==> src/hw/sbdt_pkg.sv <==
// Package for the dual six-bit down timers: register map, fields, reset values
package sbdt_pkg;

    // Register byte offsets on the AXI4-Lite slave
    localparam logic [5:0] SBDT_OFS_TA_LOAD = 6'h00;
    localparam logic [5:0] SBDT_OFS_TB_LOAD = 6'h04;
    localparam logic [5:0] SBDT_OFS_FLAGS   = 6'h08;
    localparam logic [5:0] SBDT_OFS_ENABLES = 6'h0c;
    localparam logic [5:0] SBDT_OFS_STATUS  = 6'h10;
    localparam logic [5:0] SBDT_OFS_COUNT   = 6'h14;
    localparam logic [5:0] SBDT_OFS_CLEAR   = 6'h18;
    localparam logic [5:0] SBDT_OFS_EXTSTS  = 6'h1c;

    // Load word layout
    localparam int SBDT_LOAD_WIDTH = 9;
    localparam int SBDT_SEL_HI     = 8;
    localparam int SBDT_SEL_LO     = 6;
    localparam int SBDT_CNT_HI     = 5;
    // Load register bit 9 marks the register form (bit 8 forced to zero)
    localparam int SBDT_REG_FORM_BIT = 9;

    // Flag register bits
    localparam int SBDT_FLG_TB_RELOAD = 0;   // operand 1h
    localparam int SBDT_FLG_GATE_EXT  = 1;   // operand 2h
    localparam int SBDT_FLG_CONV_MODE = 2;
    localparam int SBDT_FLG_TA_RELOAD = 7;   // operand 80h

    // Enable register bits
    localparam int SBDT_EN_TA_IRQ  = 0;
    localparam int SBDT_EN_TA_WAKE = 1;
    localparam int SBDT_EN_TB_IRQ  = 2;
    localparam int SBDT_EN_TB_WAKE = 3;

    // Wake request clear bits
    localparam int SBDT_CLR_TA = 0;
    localparam int SBDT_CLR_TB = 1;

    // Extended wake status: timer b start condition at bit 1
    localparam int SBDT_EXT_TB_SC_BIT = 1;

    // Clock select codes and reset values
    localparam logic [2:0] SBDT_SEL_TAP9  = 3'h0;
    localparam logic [2:0] SBDT_SEL_TAP3  = 3'h1;
    localparam logic [2:0] SBDT_SEL_TAP15 = 3'h2;
    localparam logic [2:0] SBDT_SEL_EXT   = 3'h3;
    localparam logic [2:0] SBDT_SEL_TAP5  = 3'h4;
    localparam logic [2:0] SBDT_SEL_TAP7  = 3'h5;
    localparam logic [2:0] SBDT_SEL_TAP11 = 3'h6;
    localparam logic [2:0] SBDT_SEL_TAP13 = 3'h7;
    localparam logic [2:0] SBDT_TA_SEL_RST = SBDT_SEL_TAP3;
    localparam logic [2:0] SBDT_TB_SEL_RST = SBDT_SEL_TAP7;

    localparam logic [5:0] SBDT_CNT_MAX   = 6'h3f;
    localparam logic [5:0] SBDT_CNT_RST   = 6'h00;
    localparam int         SBDT_PREDIV_W  = 15;

    // AXI responses
    localparam logic [1:0] SBDT_RESP_OKAY   = 2'h0;
    localparam logic [1:0] SBDT_RESP_SLVERR = 2'h2;

endpackage

==> src/hw/sbdt_timers.sv <==
// Two six-bit down timers with re-load and converter gating, AXI4-Lite slave
//
// The AXI4-Lite slave port and the register offsets are this design's own decisions.
`timescale 1ns/1ps
module sbdt_timers
    import sbdt_pkg::*;
(
    input  wire logic        mclk,
    input  wire logic        rst,
    input  wire logic        wdt_rst,
    input  wire logic        ext_count_clock,
    input  wire logic        halted,
    input  wire logic [5:0]  s_axi_awaddr,
    input  wire logic        s_axi_awvalid,
    output logic             s_axi_awready,
    input  wire logic [31:0] s_axi_wdata,
    input  wire logic [3:0]  s_axi_wstrb,
    input  wire logic        s_axi_wvalid,
    output logic             s_axi_wready,
    output logic [1:0]       s_axi_bresp,
    output logic             s_axi_bvalid,
    input  wire logic        s_axi_bready,
    input  wire logic [5:0]  s_axi_araddr,
    input  wire logic        s_axi_arvalid,
    output logic             s_axi_arready,
    output logic [31:0]      s_axi_rdata,
    output logic [1:0]       s_axi_rresp,
    output logic             s_axi_rvalid,
    input  wire logic        s_axi_rready,
    output logic             irq,
    output logic             wake_up,
    output logic             conv_count_enable,
    output logic             timer_a_underflow,
    output logic             timer_b_underflow
);

    // Selects one predivider tap, or the external source, by code
    function automatic logic tap_pick(input logic [2:0] sel,
                                      input logic [SBDT_PREDIV_W-1:0] ticks,
                                      input logic ext_tick);
        unique case (sel)
            SBDT_SEL_TAP9:  tap_pick = ticks[8];
            SBDT_SEL_TAP3:  tap_pick = ticks[2];
            SBDT_SEL_TAP15: tap_pick = ticks[14];
            SBDT_SEL_EXT:   tap_pick = ext_tick;
            SBDT_SEL_TAP5:  tap_pick = ticks[4];
            SBDT_SEL_TAP7:  tap_pick = ticks[6];
            SBDT_SEL_TAP11: tap_pick = ticks[10];
            SBDT_SEL_TAP13: tap_pick = ticks[12];
        endcase
    endfunction

    // Forms the nine-bit load word from a bus write
    function automatic logic [8:0] load_word(input logic [31:0] d);
        load_word = d[SBDT_REG_FORM_BIT] ? {1'b0, d[7:0]} : d[8:0];
    endfunction

    // Predivider stand-in: free binary counter, stage n toggles every 2^n mclk
    logic [SBDT_PREDIV_W-1:0] prediv_reg;
    logic [SBDT_PREDIV_W-1:0] prediv_next;
    logic [SBDT_PREDIV_W-1:0] stage_tick;
    assign prediv_next = prediv_reg + 15'h0001;
    // Stage n completes a period when its low n+1 bits roll over
    genvar gi;
    generate
        for (gi = 0; gi < SBDT_PREDIV_W; gi++) begin : g_tick
            assign stage_tick[gi] = &prediv_reg[gi:0];
        end
    endgenerate
    always_ff @(posedge mclk) begin
        if (rst) begin
            prediv_reg <= '0;
        end else begin
            prediv_reg <= prediv_next;
        end
    end

    // External source rising edge, one tick per period
    logic ext_sync1_reg;
    logic ext_sync2_reg;
    logic ext_prev_reg;
    logic ext_tick;
    assign ext_tick = ext_sync2_reg & ~ext_prev_reg;
    always_ff @(posedge mclk) begin
        ext_sync1_reg <= ext_count_clock;
        ext_sync2_reg <= ext_sync1_reg;
        ext_prev_reg  <= ext_sync2_reg;
    end

    // AXI4-Lite write side: address and data captured in either order
    logic        aw_held_reg;
    logic        w_held_reg;
    logic [5:0]  awaddr_reg;
    logic [31:0] wdata_reg;
    logic        bvalid_reg;
    logic [1:0]  bresp_reg;
    logic        wr_fire;
    logic        wr_hit;
    assign s_axi_awready = ~aw_held_reg & ~bvalid_reg;
    assign s_axi_wready  = ~w_held_reg & ~bvalid_reg;
    assign s_axi_bvalid  = bvalid_reg;
    assign s_axi_bresp   = bresp_reg;
    assign wr_fire = aw_held_reg & w_held_reg & ~bvalid_reg;
    assign wr_hit  = (awaddr_reg == SBDT_OFS_TA_LOAD) | (awaddr_reg == SBDT_OFS_TB_LOAD)
                   | (awaddr_reg == SBDT_OFS_FLAGS) | (awaddr_reg == SBDT_OFS_ENABLES)
                   | (awaddr_reg == SBDT_OFS_CLEAR);
    // Partial strobes are treated as full words; registers fit in the low lanes
    logic wr_ok;
    logic s_axi_wstrb_any_reg;
    assign wr_ok = wr_fire & wr_hit & s_axi_wstrb_any_reg;

    always_ff @(posedge mclk) begin
        if (rst) begin
            aw_held_reg <= 1'b0;
            w_held_reg  <= 1'b0;
            awaddr_reg  <= '0;
            wdata_reg   <= '0;
            bvalid_reg  <= 1'b0;
            bresp_reg   <= SBDT_RESP_OKAY;
            s_axi_wstrb_any_reg <= 1'b0;
        end else begin
            if (s_axi_awvalid & s_axi_awready) begin
                aw_held_reg <= 1'b1;
                awaddr_reg  <= {s_axi_awaddr[5:2], 2'h0};
            end
            if (s_axi_wvalid & s_axi_wready) begin
                w_held_reg <= 1'b1;
                wdata_reg  <= s_axi_wdata;
                s_axi_wstrb_any_reg <= |s_axi_wstrb;
            end
            if (wr_fire) begin
                aw_held_reg <= 1'b0;
                w_held_reg  <= 1'b0;
                bvalid_reg  <= 1'b1;
                bresp_reg   <= wr_hit ? SBDT_RESP_OKAY : SBDT_RESP_SLVERR;
            end else if (bvalid_reg & s_axi_bready) begin
                bvalid_reg <= 1'b0;
            end
        end
    end

    // Write strobes into the timer logic
    logic wr_ta_load;
    logic wr_tb_load;
    logic wr_flags;
    logic wr_enables;
    logic wr_clear;
    assign wr_ta_load = wr_ok & (awaddr_reg == SBDT_OFS_TA_LOAD);
    assign wr_tb_load = wr_ok & (awaddr_reg == SBDT_OFS_TB_LOAD);
    assign wr_flags   = wr_ok & (awaddr_reg == SBDT_OFS_FLAGS);
    assign wr_enables = wr_ok & (awaddr_reg == SBDT_OFS_ENABLES);
    assign wr_clear   = wr_ok & (awaddr_reg == SBDT_OFS_CLEAR);

    logic [8:0] ta_word;
    logic [8:0] tb_word;
    assign ta_word = load_word(wdata_reg);
    assign tb_word = load_word(wdata_reg);

    // Timer state
    logic [5:0] ta_cnt_reg;
    logic [5:0] tb_cnt_reg;
    logic [2:0] ta_sel_reg;
    logic [2:0] tb_sel_reg;
    logic       ta_run_reg;
    logic       tb_run_reg;
    logic       ta_reload_reg;
    logic       tb_reload_reg;
    logic       gate_extend_flag;
    logic       conv_mode_reg;
    logic       conv_en_reg;
    logic       timer_a_wake_request;
    logic       timer_b_wake_request;
    logic [3:0] enables_reg;
    logic       ta_ufl_reg;
    logic       tb_ufl_reg;

    // Count ticks and underflows
    logic ta_tick;
    logic tb_tick;
    logic ta_uf;
    logic tb_uf;
    assign ta_tick = ta_run_reg & tap_pick(ta_sel_reg, stage_tick, ext_tick);
    assign tb_tick = tb_run_reg & tap_pick(tb_sel_reg, stage_tick, ext_tick);
    assign ta_uf = ta_tick & (ta_cnt_reg == 6'h00);
    assign tb_uf = tb_tick & (tb_cnt_reg == 6'h00);

    // A timer that has underflowed, with reload now off, stops at once; a load restarts it
    logic ta_stop_now;
    logic tb_stop_now;
    assign ta_stop_now = wr_flags & ~wdata_reg[SBDT_FLG_TA_RELOAD] & ta_ufl_reg;
    assign tb_stop_now = wr_flags & ~wdata_reg[SBDT_FLG_TB_RELOAD] & tb_ufl_reg;

    // Clock selections: power-on reset only, watchdog reset keeps them
    always_ff @(posedge mclk) begin
        if (rst) begin
            ta_sel_reg <= SBDT_TA_SEL_RST;
            tb_sel_reg <= SBDT_TB_SEL_RST;
        end else begin
            if (wr_ta_load) ta_sel_reg <= ta_word[SBDT_SEL_HI:SBDT_SEL_LO];
            if (wr_tb_load) tb_sel_reg <= tb_word[SBDT_SEL_HI:SBDT_SEL_LO];
        end
    end

    // Timer a counter; a load aligns no prescale, so fraction error applies
    always_ff @(posedge mclk) begin
        if (rst | wdt_rst) begin
            ta_cnt_reg <= SBDT_CNT_RST;
            ta_run_reg <= 1'b0;
            ta_ufl_reg <= 1'b0;
        end else if (wr_ta_load) begin
            ta_cnt_reg <= ta_word[SBDT_CNT_HI:0];
            ta_run_reg <= 1'b1;
            ta_ufl_reg <= 1'b0;
        end else if (ta_stop_now) begin
            ta_run_reg <= 1'b0;
        end else if (ta_tick) begin
            ta_cnt_reg <= ta_cnt_reg - 6'h01;
            if (ta_uf) begin
                ta_run_reg <= ta_reload_reg;
                ta_ufl_reg <= 1'b1;
            end
        end else if (wr_flags & wdata_reg[SBDT_FLG_TA_RELOAD] & ~ta_reload_reg) begin
            ta_run_reg <= 1'b1;
        end
    end

    // Timer b counter; converter mode starts on a prescale edge for an exact gate
    logic tb_arm_reg;
    always_ff @(posedge mclk) begin
        if (rst | wdt_rst) begin
            tb_cnt_reg <= SBDT_CNT_RST;
            tb_run_reg <= 1'b0;
            tb_ufl_reg <= 1'b0;
            tb_arm_reg <= 1'b0;
        end else if (wr_tb_load) begin
            tb_cnt_reg <= tb_word[SBDT_CNT_HI:0];
            tb_run_reg <= ~conv_mode_reg;
            tb_arm_reg <= conv_mode_reg;
            tb_ufl_reg <= 1'b0;
        end else if (tb_arm_reg & tap_pick(tb_sel_reg, stage_tick, ext_tick)) begin
            tb_run_reg <= 1'b1;
            tb_arm_reg <= 1'b0;
        end else if (tb_stop_now) begin
            tb_run_reg <= 1'b0;
        end else if (tb_tick) begin
            tb_cnt_reg <= tb_cnt_reg - 6'h01;
            if (tb_uf) begin
                tb_run_reg <= tb_reload_reg;
                tb_ufl_reg <= 1'b1;
            end
        end else if (wr_flags & wdata_reg[SBDT_FLG_TB_RELOAD] & ~tb_reload_reg) begin
            tb_run_reg <= 1'b1;
        end
    end

    // Flags and enables
    always_ff @(posedge mclk) begin
        if (rst | wdt_rst) begin
            ta_reload_reg    <= 1'b0;
            tb_reload_reg    <= 1'b0;
            gate_extend_flag <= 1'b0;
            conv_mode_reg    <= 1'b0;
            enables_reg      <= 4'h0;
        end else begin
            if (wr_flags) begin
                ta_reload_reg    <= wdata_reg[SBDT_FLG_TA_RELOAD];
                tb_reload_reg    <= wdata_reg[SBDT_FLG_TB_RELOAD];
                gate_extend_flag <= wdata_reg[SBDT_FLG_GATE_EXT];
                conv_mode_reg    <= wdata_reg[SBDT_FLG_CONV_MODE];
            end
            if (wr_enables) enables_reg <= wdata_reg[3:0];
        end
    end

    // Converter gate: set at start, cleared at underflow unless extended
    always_ff @(posedge mclk) begin
        if (rst | wdt_rst) begin
            conv_en_reg <= 1'b0;
        end else if (conv_mode_reg & tb_arm_reg & tap_pick(tb_sel_reg, stage_tick, ext_tick)) begin
            conv_en_reg <= 1'b1;
        end else if (tb_uf & ~gate_extend_flag) begin
            conv_en_reg <= 1'b0;
        end
    end

    // Wake requests: an underflow wins over a same-cycle clear
    logic ta_ufl_pulse_reg;
    logic tb_ufl_pulse_reg;
    always_ff @(posedge mclk) begin
        if (rst | wdt_rst) begin
            timer_a_wake_request <= 1'b0;
            timer_b_wake_request <= 1'b0;
            ta_ufl_pulse_reg     <= 1'b0;
            tb_ufl_pulse_reg     <= 1'b0;
        end else begin
            ta_ufl_pulse_reg <= ta_uf;
            tb_ufl_pulse_reg <= tb_uf;
            if (ta_uf) timer_a_wake_request <= 1'b1;
            else if (wr_clear & wdata_reg[SBDT_CLR_TA]) timer_a_wake_request <= 1'b0;
            if (tb_uf) timer_b_wake_request <= 1'b1;
            else if (wr_clear & wdata_reg[SBDT_CLR_TB]) timer_b_wake_request <= 1'b0;
        end
    end

    // Interrupt and wake decisions; start conditions need request and wake enable with the interrupt enable clear
    logic timer_a_start_condition;
    logic timer_b_start_condition;
    assign timer_a_start_condition = timer_a_wake_request & ~enables_reg[SBDT_EN_TA_IRQ]
                                   & enables_reg[SBDT_EN_TA_WAKE];
    assign timer_b_start_condition = timer_b_wake_request & ~enables_reg[SBDT_EN_TB_IRQ]
                                   & enables_reg[SBDT_EN_TB_WAKE];
    assign irq = (timer_a_wake_request & enables_reg[SBDT_EN_TA_IRQ])
               | (timer_b_wake_request & enables_reg[SBDT_EN_TB_IRQ]);
    assign wake_up = halted & (timer_a_start_condition | timer_b_start_condition);
    assign conv_count_enable = conv_en_reg;
    assign timer_a_underflow = ta_ufl_pulse_reg;
    assign timer_b_underflow = tb_ufl_pulse_reg;

    // Read mux
    logic [31:0] rd_mux;
    logic        rd_hit;
    logic [5:0]  ar_word;
    assign ar_word = {s_axi_araddr[5:2], 2'h0};
    assign rd_hit = (ar_word == SBDT_OFS_FLAGS) | (ar_word == SBDT_OFS_ENABLES)
                  | (ar_word == SBDT_OFS_STATUS) | (ar_word == SBDT_OFS_COUNT)
                  | (ar_word == SBDT_OFS_EXTSTS) | (ar_word == SBDT_OFS_TA_LOAD)
                  | (ar_word == SBDT_OFS_TB_LOAD) | (ar_word == SBDT_OFS_CLEAR);
    always_comb begin
        rd_mux = 32'h0000_0000;
        unique case (ar_word)
            SBDT_OFS_TA_LOAD: rd_mux = {23'h0, ta_sel_reg, ta_cnt_reg};
            SBDT_OFS_TB_LOAD: rd_mux = {23'h0, tb_sel_reg, tb_cnt_reg};
            SBDT_OFS_FLAGS:   rd_mux = {24'h0, ta_reload_reg, 4'h0, conv_mode_reg,
                                        gate_extend_flag, tb_reload_reg};
            SBDT_OFS_ENABLES: rd_mux = {28'h0, enables_reg};
            SBDT_OFS_STATUS:  rd_mux = {24'h0, conv_en_reg, tb_run_reg, ta_run_reg,
                                        timer_b_start_condition, timer_a_start_condition,
                                        1'b0, timer_b_wake_request, timer_a_wake_request};
            SBDT_OFS_COUNT:   rd_mux = {20'h0, tb_cnt_reg, ta_cnt_reg};
            SBDT_OFS_EXTSTS:  rd_mux = {30'h0, timer_b_start_condition, 1'b0};
            default:          rd_mux = 32'h0000_0000;
        endcase
    end

    // AXI4-Lite read side: one cycle answer, held until rready
    logic        rvalid_reg;
    logic [31:0] rdata_reg;
    logic [1:0]  rresp_reg;
    assign s_axi_arready = ~rvalid_reg;
    assign s_axi_rvalid  = rvalid_reg;
    assign s_axi_rdata   = rdata_reg;
    assign s_axi_rresp   = rresp_reg;
    always_ff @(posedge mclk) begin
        if (rst) begin
            rvalid_reg <= 1'b0;
            rdata_reg  <= '0;
            rresp_reg  <= SBDT_RESP_OKAY;
        end else if (s_axi_arvalid & ~rvalid_reg) begin
            rvalid_reg <= 1'b1;
            rdata_reg  <= rd_mux;
            rresp_reg  <= rd_hit ? SBDT_RESP_OKAY : SBDT_RESP_SLVERR;
        end else if (rvalid_reg & s_axi_rready) begin
            rvalid_reg <= 1'b0;
        end
    end

endmodule // sbdt_timers

==> config.mk <==
export PLATFORM = sky130hd
export DESIGN_NAME = sbdt_timers
export DESIGN_NICKNAME = d
export VERILOG_FILES = /design/src/hw/sbdt_pkg.sv /design/src/hw/sbdt_timers.sv
export SDC_FILE = /design/constraint.sdc
export NUM_CORES = 1
export LEC_CHECK = 0
export BUFFER_PORTS_ARGS = -buffer_cell sky130_fd_sc_hd__buf_4
export CORE_AREA = 10 10 101 103
export DETAILED_ROUTE_END_ITERATION = 8
export DIE_AREA = 0 0 111 113
export HOLD_SLACK_MARGIN = 0.03
export PLACE_DENSITY = 0.9
export SLEW_MARGIN = 20
export SYNTH_ARGS = -nofsm -noshare
export SYNTH_HDL_FRONTEND = slang
export SYNTH_SLANG_ARGS = --single-unit
==> constraint.sdc <==
create_clock -name mclk -period 2.9 [get_ports mclk]
set_input_delay 0.435 -clock mclk [delete_from_list [all_inputs] [get_ports mclk]]
set_output_delay 0.435 -clock mclk [all_outputs]
set_load 0.02 [all_outputs]
### After elaboration in Yosys (flattened, before gate mapping)

Cells that the tools add are included.

| word-level totals | value |
|---|---|
| register bits after elaboration | 109 |
| word-level logic and storage cells | 210 |

| operators by class | value |
|---|---|
| bitwise operators | 72 |
| reductions and logical operators | 33 |
| mux-type cells | 39 |
| $add $sub $neg | 3 |
| equal/unequal tests | 30 |

Operator list:

| cell | number |
|---|---|
| 12-bit case mux with 7 select lines | 1 |
| 1-bit AND | 42 |
| 6-bit 2-to-1 mux | 7 |
| 1-bit 2-to-1 mux | 26 |
| 3-bit == test, second input constant | 8 |
| 6-bit logical NOT | 4 |
| 4-bit by 3-bit == test with 1-bit output, second input constant | 5 |
| 4-bit by 2-bit == test with 1-bit output, second input constant | 4 |
| 1-bit inverter | 16 |
| 1-bit case mux with 8 select lines | 2 |
| 2-bit nonzero test | 8 |
| 15-bit by 1-bit adder with 15-bit output, second input constant | 1 |
| 15-bit AND reduction | 1 |
| 1-bit OR | 14 |
| 13-bit AND reduction | 1 |
| 3-bit by 2-bit == test with 1-bit output, second input constant | 4 |
| 6-bit by 1-bit subtractor with 6-bit output, second input constant | 2 |
| 11-bit AND reduction | 1 |
| 9-bit 2-to-1 mux | 1 |
| 3-bit AND reduction | 3 |
| 9-bit AND reduction | 1 |
| 4-bit by 1-bit == test with 1-bit output, second input constant | 2 |
| 7-bit AND reduction | 1 |
| 3-bit by 1-bit == test with 1-bit output, second input constant | 2 |
| 12 further kinds | 20 |

### Longest topological paths before layout

Gate-level depths: netlist of the first run.

| logic depth | value |
|---|---|
| depth in word-level cells | 15 |
| gate-level depth with buffers | 10 |
| gate-level depth less buffers | 10 |

### Worst setup path before layout of the first run

No wires, ideal clock.

| timing path | value |
|---|---|
| path kind | flip-flop to flip-flop |
| start | reg prediv_reg[0] |
| end | reg tb_cnt_reg[1] |
| cell stages (with the launch flop) | 11 |
| required time | 2.784 ns |
| buffers on the path | 0 |
| arrival time | 2.308 ns |
| period minus slack after synthesis | 2.425 ns |
| setup slack | 0.475 ns |
| cell sequence | dfxtp_1 ha_1 nand4_2 nor2_1 ha_1 nor2_1 nor2_1 a2111oi_1 and4bb_2 mux2i_1 a31o_2 |

| on the way | value |
|---|---|
| word-level cells in the longest chain between the ends | 7 |

RTL lines:

| what | line | source |
|---|---|---|
| start, declared | sbdt_timers.sv:59 | `logic [SBDT_PREDIV_W-1:0] prediv_reg;` |
| start signal, assigned | sbdt_timers.sv:74 | `prediv_reg <= prediv_next;` |
| 15-bit AND reduction, or another cell as far along | sbdt_timers.sv:67 | `assign stage_tick[gi] = &prediv_reg[gi:0];` |
| 1-bit case mux with 8 select lines (*) | sbdt_timers.sv:41 | `unique case (sel)` |
| 1-bit 2-to-1 mux | sbdt_timers.sv:235 | `end else if (wr_tb_load) begin` |
| 1-bit 2-to-1 mux | sbdt_timers.sv:230 | `if (rst \| wdt_rst) begin` |
| 1-bit AND | sbdt_timers.sv:240 | `end else if (tb_arm_reg & tap_pick(tb_sel_reg, stage_tick, ext_tick)) begin` |
| 2-bit != test (no line) | -- |  |
| 3-bit AND reduction (no line) (*) | -- |  |
| end signal, assigned | sbdt_timers.sv:236 | `tb_cnt_reg <= tb_word[SBDT_CNT_HI:0];` |
| end signal, assigned | sbdt_timers.sv:246 | `tb_cnt_reg <= tb_cnt_reg - 6'h01;` |
| end, declared | sbdt_timers.sv:161 | `logic [5:0] tb_cnt_reg;` |

Every way passes the cells marked *; elsewhere a longest branch is shown, timed or not. The select of a mux whose other input is x is not followed.
A chain may end at the register's enable or synchronous reset.

### Worst setup path after layout of the first run

| timing path | value |
|---|---|
| start | reg prediv_reg[0] |
| end | reg ta_cnt_reg[5] |

| on the way | value |
|---|---|
| word-level cells in the longest chain between the ends | 5 |

RTL lines:

| what | line | source |
|---|---|---|
| 15-bit AND reduction, or another cell as far along | sbdt_timers.sv:67 |  |
| 1-bit case mux with 8 select lines (*) | sbdt_timers.sv:41 |  |
| 1-bit AND (*) | sbdt_timers.sv:182 | `assign ta_tick = ta_run_reg & tap_pick(ta_sel_reg, stage_tick, ext_tick);` |
| 2-bit nonzero test (no line) (*) | -- |  |
| 2-bit AND reduction (no line) (*) | -- |  |
| end signal, assigned | sbdt_timers.sv:211 | `ta_cnt_reg <= ta_word[SBDT_CNT_HI:0];` |
| end signal, assigned | sbdt_timers.sv:217 | `ta_cnt_reg <= ta_cnt_reg - 6'h01;` |
| end, declared | sbdt_timers.sv:160 | `logic [5:0] ta_cnt_reg;` |

Every way passes the cells marked *; elsewhere a longest branch is shown, timed or not.

==> flow_metrics.py, run 1 <==
metrics = {
    "detailed_routing": {
        "drc": 0,
        "totalWireLength_um": 10500,
        "num_vias": 3857,
        "ant_nets": 0,
        "dr.pass1.iters": 5,
        "wire_per_inst_um": 15.6,
        "drt_iter0_drc": 293,
        "routed_via_density": 5.75,
    },
    "clock_tree": {
        "clock_latency_ns": 0.36,
        "htreeDepth": 3,
        "numCtsBuffers": 9,
        "path_clk_slew_ns": 0.08,
        "clockBufferDepth": 2,
        "post_cts_buffers": 0,
        "cts_sinks": 87,
        "cts_tree": "built",
        "cts.root.buffer_cell": "clkbuf_8",
    },
    "worst_setup_path": {
        "cp_slowest_cell": "or4b_1",
        "critPathCaptureType": "flop",
        "cp_common_cell": "ha_1",
        "r2r_start": "prediv_reg[0]$_SDFF_PP0_",
        "arrival_ns": 2.93,
        "critPathLaunch": "prediv_reg[0]$_SDFF_PP0_",
        "path_cells": "ha_1 > nand4_2 > nor2_2 > ha_1 > nor2b_1 > a211oi_1 > o31a_1 > or4b_1 > a31oi_1",
        "worstSetupPathType": "reg -> reg",
        "cp_num_buf_inv": 0,
        "slowest_delay_ns": 0.54,
        "cp_max_fo": 9,
        "cp.required_ns": 3.19,
        "cp_top_family": "simple AND/OR/NAND/NOR gates",
        "start_kind": "flop",
    },
    "timing": {
        "skew_ns": 0.00490,
        "max_slew_margin": 0.510,
        "min_period_ns": 2.64,
        "hold_ws_ns": 0.175,
        "rsz0062_at_grt": "no",
        "setup_viol": 0,
        "worst_pin_slew_ns": 0.730,
        "fin_crit_sh": 0.911,
        "final_hold_viol_count": 0,
        "finalSetupTns_ns": 0,
        "timing.fmax_ghz": 0.379,
        "drv_slew": 0,
    },
    "power_and_ir_drop": {
        "power_density_nw_per_um2": 481,
        "p_leak_nw": 1.83,
        "vdd_ir_drop_max_mv": 0.244,
    },
    "die": {
        "coreArea_um2": 8130,
        "io_pins": 104,
        "die_area_um2": 12500,
        "initial_core_util": 0.524,
        "rows": 33,
        "die_height_um": 113,
        "dieWidth_um": 111,
    },
    "cells_and_area": {
        "regArea_um2": 1740,
        "area_growth_pct": 13.8,
        "fill_cells": 747,
        "layout-drive-gt1-share": 0.166,
        "multiInputGateArea_um2": 2280,
        "num_antenna_cells": 0,
        "layout.nets": 625,
        "fin_util": 0.596,
        "largest_reg_flops": 15,
    },
    "grt": {
        "grt_usage": 0.166,
        "grt_pass1_vias": 3726,
        "overflow": 0,
        "antenna_found_initial": 0,
        "grt_pass1_wl_um": 17600,
        "grt_max_degree": 57,
    },
    "placed_design": {
        "place.detailed.hpwl_um": 7930,
        "gp_congestion": 1.01,
        "portBuffers": 55,
    },
    "logic_synthesis": {
        "synthArstFlopShare": 0,
        "seq_area_frac_synth": 0.409,
        "syn_area_per_cell_um2": 8.26,
        "yosys_warnings": 0,
        "synth_edf_count": 0,
        "synth_cell_types": 63,
        "ys.flop_type": "dfxtp_1",
        "synth_area_um2": 4260,
        "syn_inst": 516,
        "synth.ff_latch_count": 87,
    },
    "worst_hold_path": {
        "hp-class": "in -> reg",
        "hold_start": "ext_count_clock",
    },
    "outcome": {
        "status": "finished clean",
    },
    "flow_run": {
        "maxCapViolations": 0,
    },
}
cell usage after synthesis, types with 5 or more instances:
cell,count,share of area
a21boi_0,5,0.0088
a21oi_1,35,0.041
a22oi_1,10,0.018
a31oi_1,12,0.018
and3_1,7,0.010
buf_4,23,0.041
clkbuf_1,16,0.014
dfxtp_1,87,0.41
ha_1,5,0.015
inv_1,15,0.013
mux2i_1,12,0.028
nand2_1,56,0.049
nand2b_1,9,0.013
nand3_1,16,0.019
nand3b_1,7,0.012
nor2_1,69,0.061
nor2b_1,7,0.010
nor3_1,9,0.011
o21ai_0,22,0.026
or3_1,9,0.013
or4_1,5,0.0088
xor2_1,7,0.014
per-stage QoR:
stage / std cells / setup slack (ns) / instance area (µm²) / total power [mW]
after floorplan: 537 / 0.475 / 4340 / 1.44
final: 671 / 0.258 / 4850 / 2.33
after CTS: 671 / 0.118 / 4840 / 2.35
after detailed placement: 656 / 0.129 / 4640 / 1.50
after global routing: 671 / 0.0592 / 4850 / 2.43
after global placement: 656 / 0.224 / 4640 / 1.49
where the power goes:
part | internal (mW) | switching, mW
Clock | 0.440 | 0.418
Sequential | 1.22 | 0.0324
Combinational | 0.0823 | 0.137
cell usage in the layout, fill, tap and decap left out, types with 4 or more instances in the layout:
master / Yosys / final
clkbuf_8: 0 / 11
a21oi_1: 35 / 35
xnor2_1: 4 / 4
nor3_1: 9 / 9
buf_4: 23 / 59
dfxtp_1: 87 / 87
a221oi_1: 4 / 4
nor2_1: 69 / 68
o21ai_0: 22 / 22
ha_1: 5 / 5
inv_1: 15 / 15
nand3b_1: 7 / 7
nand2b_1: 9 / 9
nor2b_1: 7 / 7
and2_1: 4 / 4
a31oi_1: 12 / 12
and3_1: 7 / 7
nand3_1: 16 / 16
or4_1: 5 / 5
xor2_1: 7 / 7
mux2i_1: 12 / 12
a21boi_0: 5 / 5
conb_1: 1 / 22
or3_1: 9 / 9
a211oi_1: 4 / 4
o22ai_1: 4 / 4
nand2_1: 56 / 56
a22oi_1: 10 / 10
timing repair:
action / in CTS / in global routing
gates resized for setup: 0 / 2
hold buffers: 0 / 0
setup endpoints to repair: 0 / 7
final timing paths:
| path | endpoint | slack, ns | depth (start not counted) |
|---|---|---|---|
| max | ta_cnt_reg[5]$_SDFFE_PP0P_ | 0.26 | 9 |
| min | ext_sync1_reg$_DFF_P_ | 0.17 | 1 |
| max reg2reg | ta_cnt_reg[5]$_SDFFE_PP0P_ | 0.26 | 9 |
| min reg2reg | ext_sync2_reg$_DFF_P_ | 0.33 | 0 |
metal layers:
metal | GRT usage | part of all wire | vias up
li1 | - | - | 1876
met1 | 0.198 | 0.44 | 1800
met2 | 0.265 | 0.46 | 155
met4 | 0.102 | 0.032 | 0
met5 | 0 | 0 | -
met3 | 0.0401 | 0.074 | 26
layout make-up:
| cell class | count | area share |
|---|---|---|
| Multi-Input combinational cell | 390 | 0.470 |
| Sequential cell | 87 | 0.359 |
| Timing Repair Buffer | 59 | 0.0914 |
| Clock buffer | 12 | 0.0320 |
| Tap cell | 105 | 0.0271 |
| Inverter | 15 | 0.0116 |
| Clock inverter | 3 | 0.00877 |
cell families (layout without fill, tap and decap cells):
group	count (synthesis)	count (layout)	synth area share
AOI/OAI and AO/OA	117	117	0.174
xor gates and xnor gates	11	11	0.0226
adders and majority gates	5	5	0.0147
buffers and inverters	60	89	0.0767
DFF	87	87	0.409
muxes	15	15	0.0388
other	1	22	0.000880
and+or+nand+nor	220	220	0.264
No activity file was read; power rests on OpenSTA's default activity.
==> run 2, diff against run 1 <==
--- a/config.mk
+++ b/config.mk
@@ -9,7 +9,7 @@
 export CORE_AREA = 10 10 101 103
 export DETAILED_ROUTE_END_ITERATION = 8
 export DIE_AREA = 0 0 111 113
-export HOLD_SLACK_MARGIN = 0.03
+export HOLD_SLACK_MARGIN = 0.12
 export PLACE_DENSITY = 0.9
 export SLEW_MARGIN = 20
 export SYNTH_ARGS = -nofsm -noshare
==> constraint.sdc (replaced) <==
create_clock -name mclk -period 2.8 [get_ports mclk]
set_input_delay 0.42 -clock mclk [delete_from_list [all_inputs] [get_ports mclk]]
set_output_delay 0.42 -clock mclk [all_outputs]
set_load 0.02 [all_outputs]
==> run 2 against run 1 <==
Clock-buffer cell count unchanged. Critical path type unchanged. Power up 3.3%. Register-to-register slack about the same. Utilization up 0.18 points. Fmax up 3.8%. Largest cell class unchanged. Via count down 0.57%.
==> flow_metrics.py, run 2 (synthesis results as in run 1) <==
metrics = {
    "cells_and_area": {
        "layout-drive-gt1-share": 0.169,
        "instances_no_fill": 673,
        "layout.nets": 626,
        "area_growth_pct": 14.2,
        "num_antenna_cells": 0,
        "layout_common_cells": "dfxtp_1 (87), nor2_1 (68), buf_4 (60)",
        "layout.cells.most_common": "dfxtp_1",
        "largest_reg_flops": 15,
    },
    "die": {
        "initial_core_util": 0.524,
        "die_height_um": 113,
        "die_area_um2": 12500,
        "dieWidth_um": 111,
        "coreArea_um2": 8130,
        "rows": 33,
        "io_pins": 104,
    },
    "power_and_ir_drop": {
        "p_switching_mw": 0.616,
        "intPower_mw": 1.79,
        "p_leak_nw": 1.84,
        "power_density_nw_per_um2": 495,
        "vdd_ir_drop_max_mv": 0.230,
        "p_clk_frac": 0.366,
        "p_comb_frac": 0.095,
        "sw_frac_of_total": 0.256,
        "p_seq_frac": 0.540,
    },
    "detailed_routing": {
        "dr.pass1.iters": 4,
        "drc": 0,
        "drt_iter0_drc": 258,
        "ant_nets": 0,
        "wire_per_inst_um": 15.6,
        "num_vias": 3835,
        "routed_via_density": 5.70,
        "totalWireLength_um": 10500,
    },
    "timing": {
        "drv_slew": 0,
        "max_slew_margin": 0.546,
        "finalSetupTns_ns": 0,
        "fin_crit_sh": 0.909,
        "rsz0062_at_grt": "no",
        "final_hold_viol_count": 0,
        "skew_ns": 0.0122,
        "worst_pin_slew_ns": 0.678,
        "min_period_ns": 2.54,
        "setup_viol": 0,
        "timing.fmax_ghz": 0.393,
    },
    "outcome": {
        "status": "finished clean",
    },
    "clock_tree": {
        "htreeDepth": 3,
        "clock_latency_ns": 0.36,
        "numCtsBuffers": 9,
        "cts_tree": "built",
        "cts.root.buffer_cell": "clkbuf_8",
        "path_clk_slew_ns": 0.08,
        "cts_sinks": 87,
        "clockBufferDepth": 2,
    },
    "worst_hold_path": {
        "hp-class": "in -> reg",
        "holdPathStages": 1,
    },
    "worst_setup_path": {
        "reg2reg_depth": 10,
        "critPathCaptureType": "flop",
        "start_kind": "flop",
        "worstSetupPathType": "reg -> reg",
        "cp.required_ns": 3.06,
        "arrival_ns": 2.80,
        "cp_max_fo": 5,
        "r2r_slack_ns": 0.26,
    },
    "flow_run": {
        "maxCapViolations": 0,
    },
    "grt": {
        "grt_pass1_vias": 3676,
        "grt_max_degree": 57,
        "antenna_found_initial": 0,
        "grt_usage": 0.163,
        "grt_pass1_wl_um": 17200,
        "overflow": 0,
    },
    "placed_design": {
        "place_inst": 657,
        "gp_congestion": 1.00,
        "place.detailed.hpwl_um": 7970,
        "portBuffers": 55,
    },
}
[run 2: repair_timing]
action	in CTS	in global routing
buffers inserted	0	0
endpoints found under the setup margin	0	11
resized for setup	0	3
hold buffers	0	0
[run 2: worst paths after layout]
path | to | start
min | ext_sync1_reg$_DFF_P_ | ext_count_clock
min reg2reg | ext_sync2_reg$_DFF_P_ | ext_sync1_reg$_DFF_P_
max | tb_cnt_reg[1]$_SDFFE_PP0P_ | prediv_reg[0]$_SDFF_PP0_
max reg2reg | tb_cnt_reg[1]$_SDFFE_PP0P_ | prediv_reg[0]$_SDFF_PP0_
[run 2: power by group through the flow]
stage | combinational [mW] | sequential [mW] | clock [mW]
finish | 0.228 | 1.30 | 0.880
global route | 0.252 | 1.31 | 0.953
CTS | 0.227 | 1.30 | 0.900
detailed placement | 0.227 | 1.33 | 0
global placement | 0.220 | 1.33 | 0
floorplan | 0.170 | 1.32 | 0
[run 2: stage by stage]
stage / instance area [µm²] / hold slack (ns) / power [mW] / utilization / setup slack [ns]
after floorplan: 4340 / 0.310 / 1.49 / - / 0.375
after global placement: 4650 / 0.321 / 1.55 / 0.572 / 0.126
after detailed placement: 4650 / 0.316 / 1.55 / 0.572 / 0.0216
after CTS: 4850 / 0.143 / 2.43 / 0.596 / 0.00433
after global routing: 4860 / 0.138 / 2.51 / 0.598 / 0.0298
final: 4860 / 0.158 / 2.41 / 0.598 / 0.255
[run 2: routing by layer]
metal,global-route usage,part of all wire,vias up
li1,-,-,1876
met5,0,0,-
met4,0.0868,0.029,0
met2,0.266,0.45,146
met1,0.193,0.44,1788
met3,0.0428,0.079,25
[run 2: critical path: stages, from the launching register on]
cell and delay, ns:
dfxtp_1 0.33, ha_1 0.24, nand4_2 0.15, nor2_2 0.07, ha_1 0.21, nor2_1 0.09
nor2_1 0.06, a2111oi_2 0.59, and4bb_2 0.34, mux2i_1 0.13, a31o_2 0.24
[run 2: area by class of cell]
class | count | area, µm²
clock buffer | 12 | 145
clock inverter | 4 | 55.1
fill | 725 | 3270
inverter | 15 | 56.3
multi-input combinational | 390 | 2280
sequential | 87 | 1740
tap | 105 | 131
timing repair buffer | 60 | 450
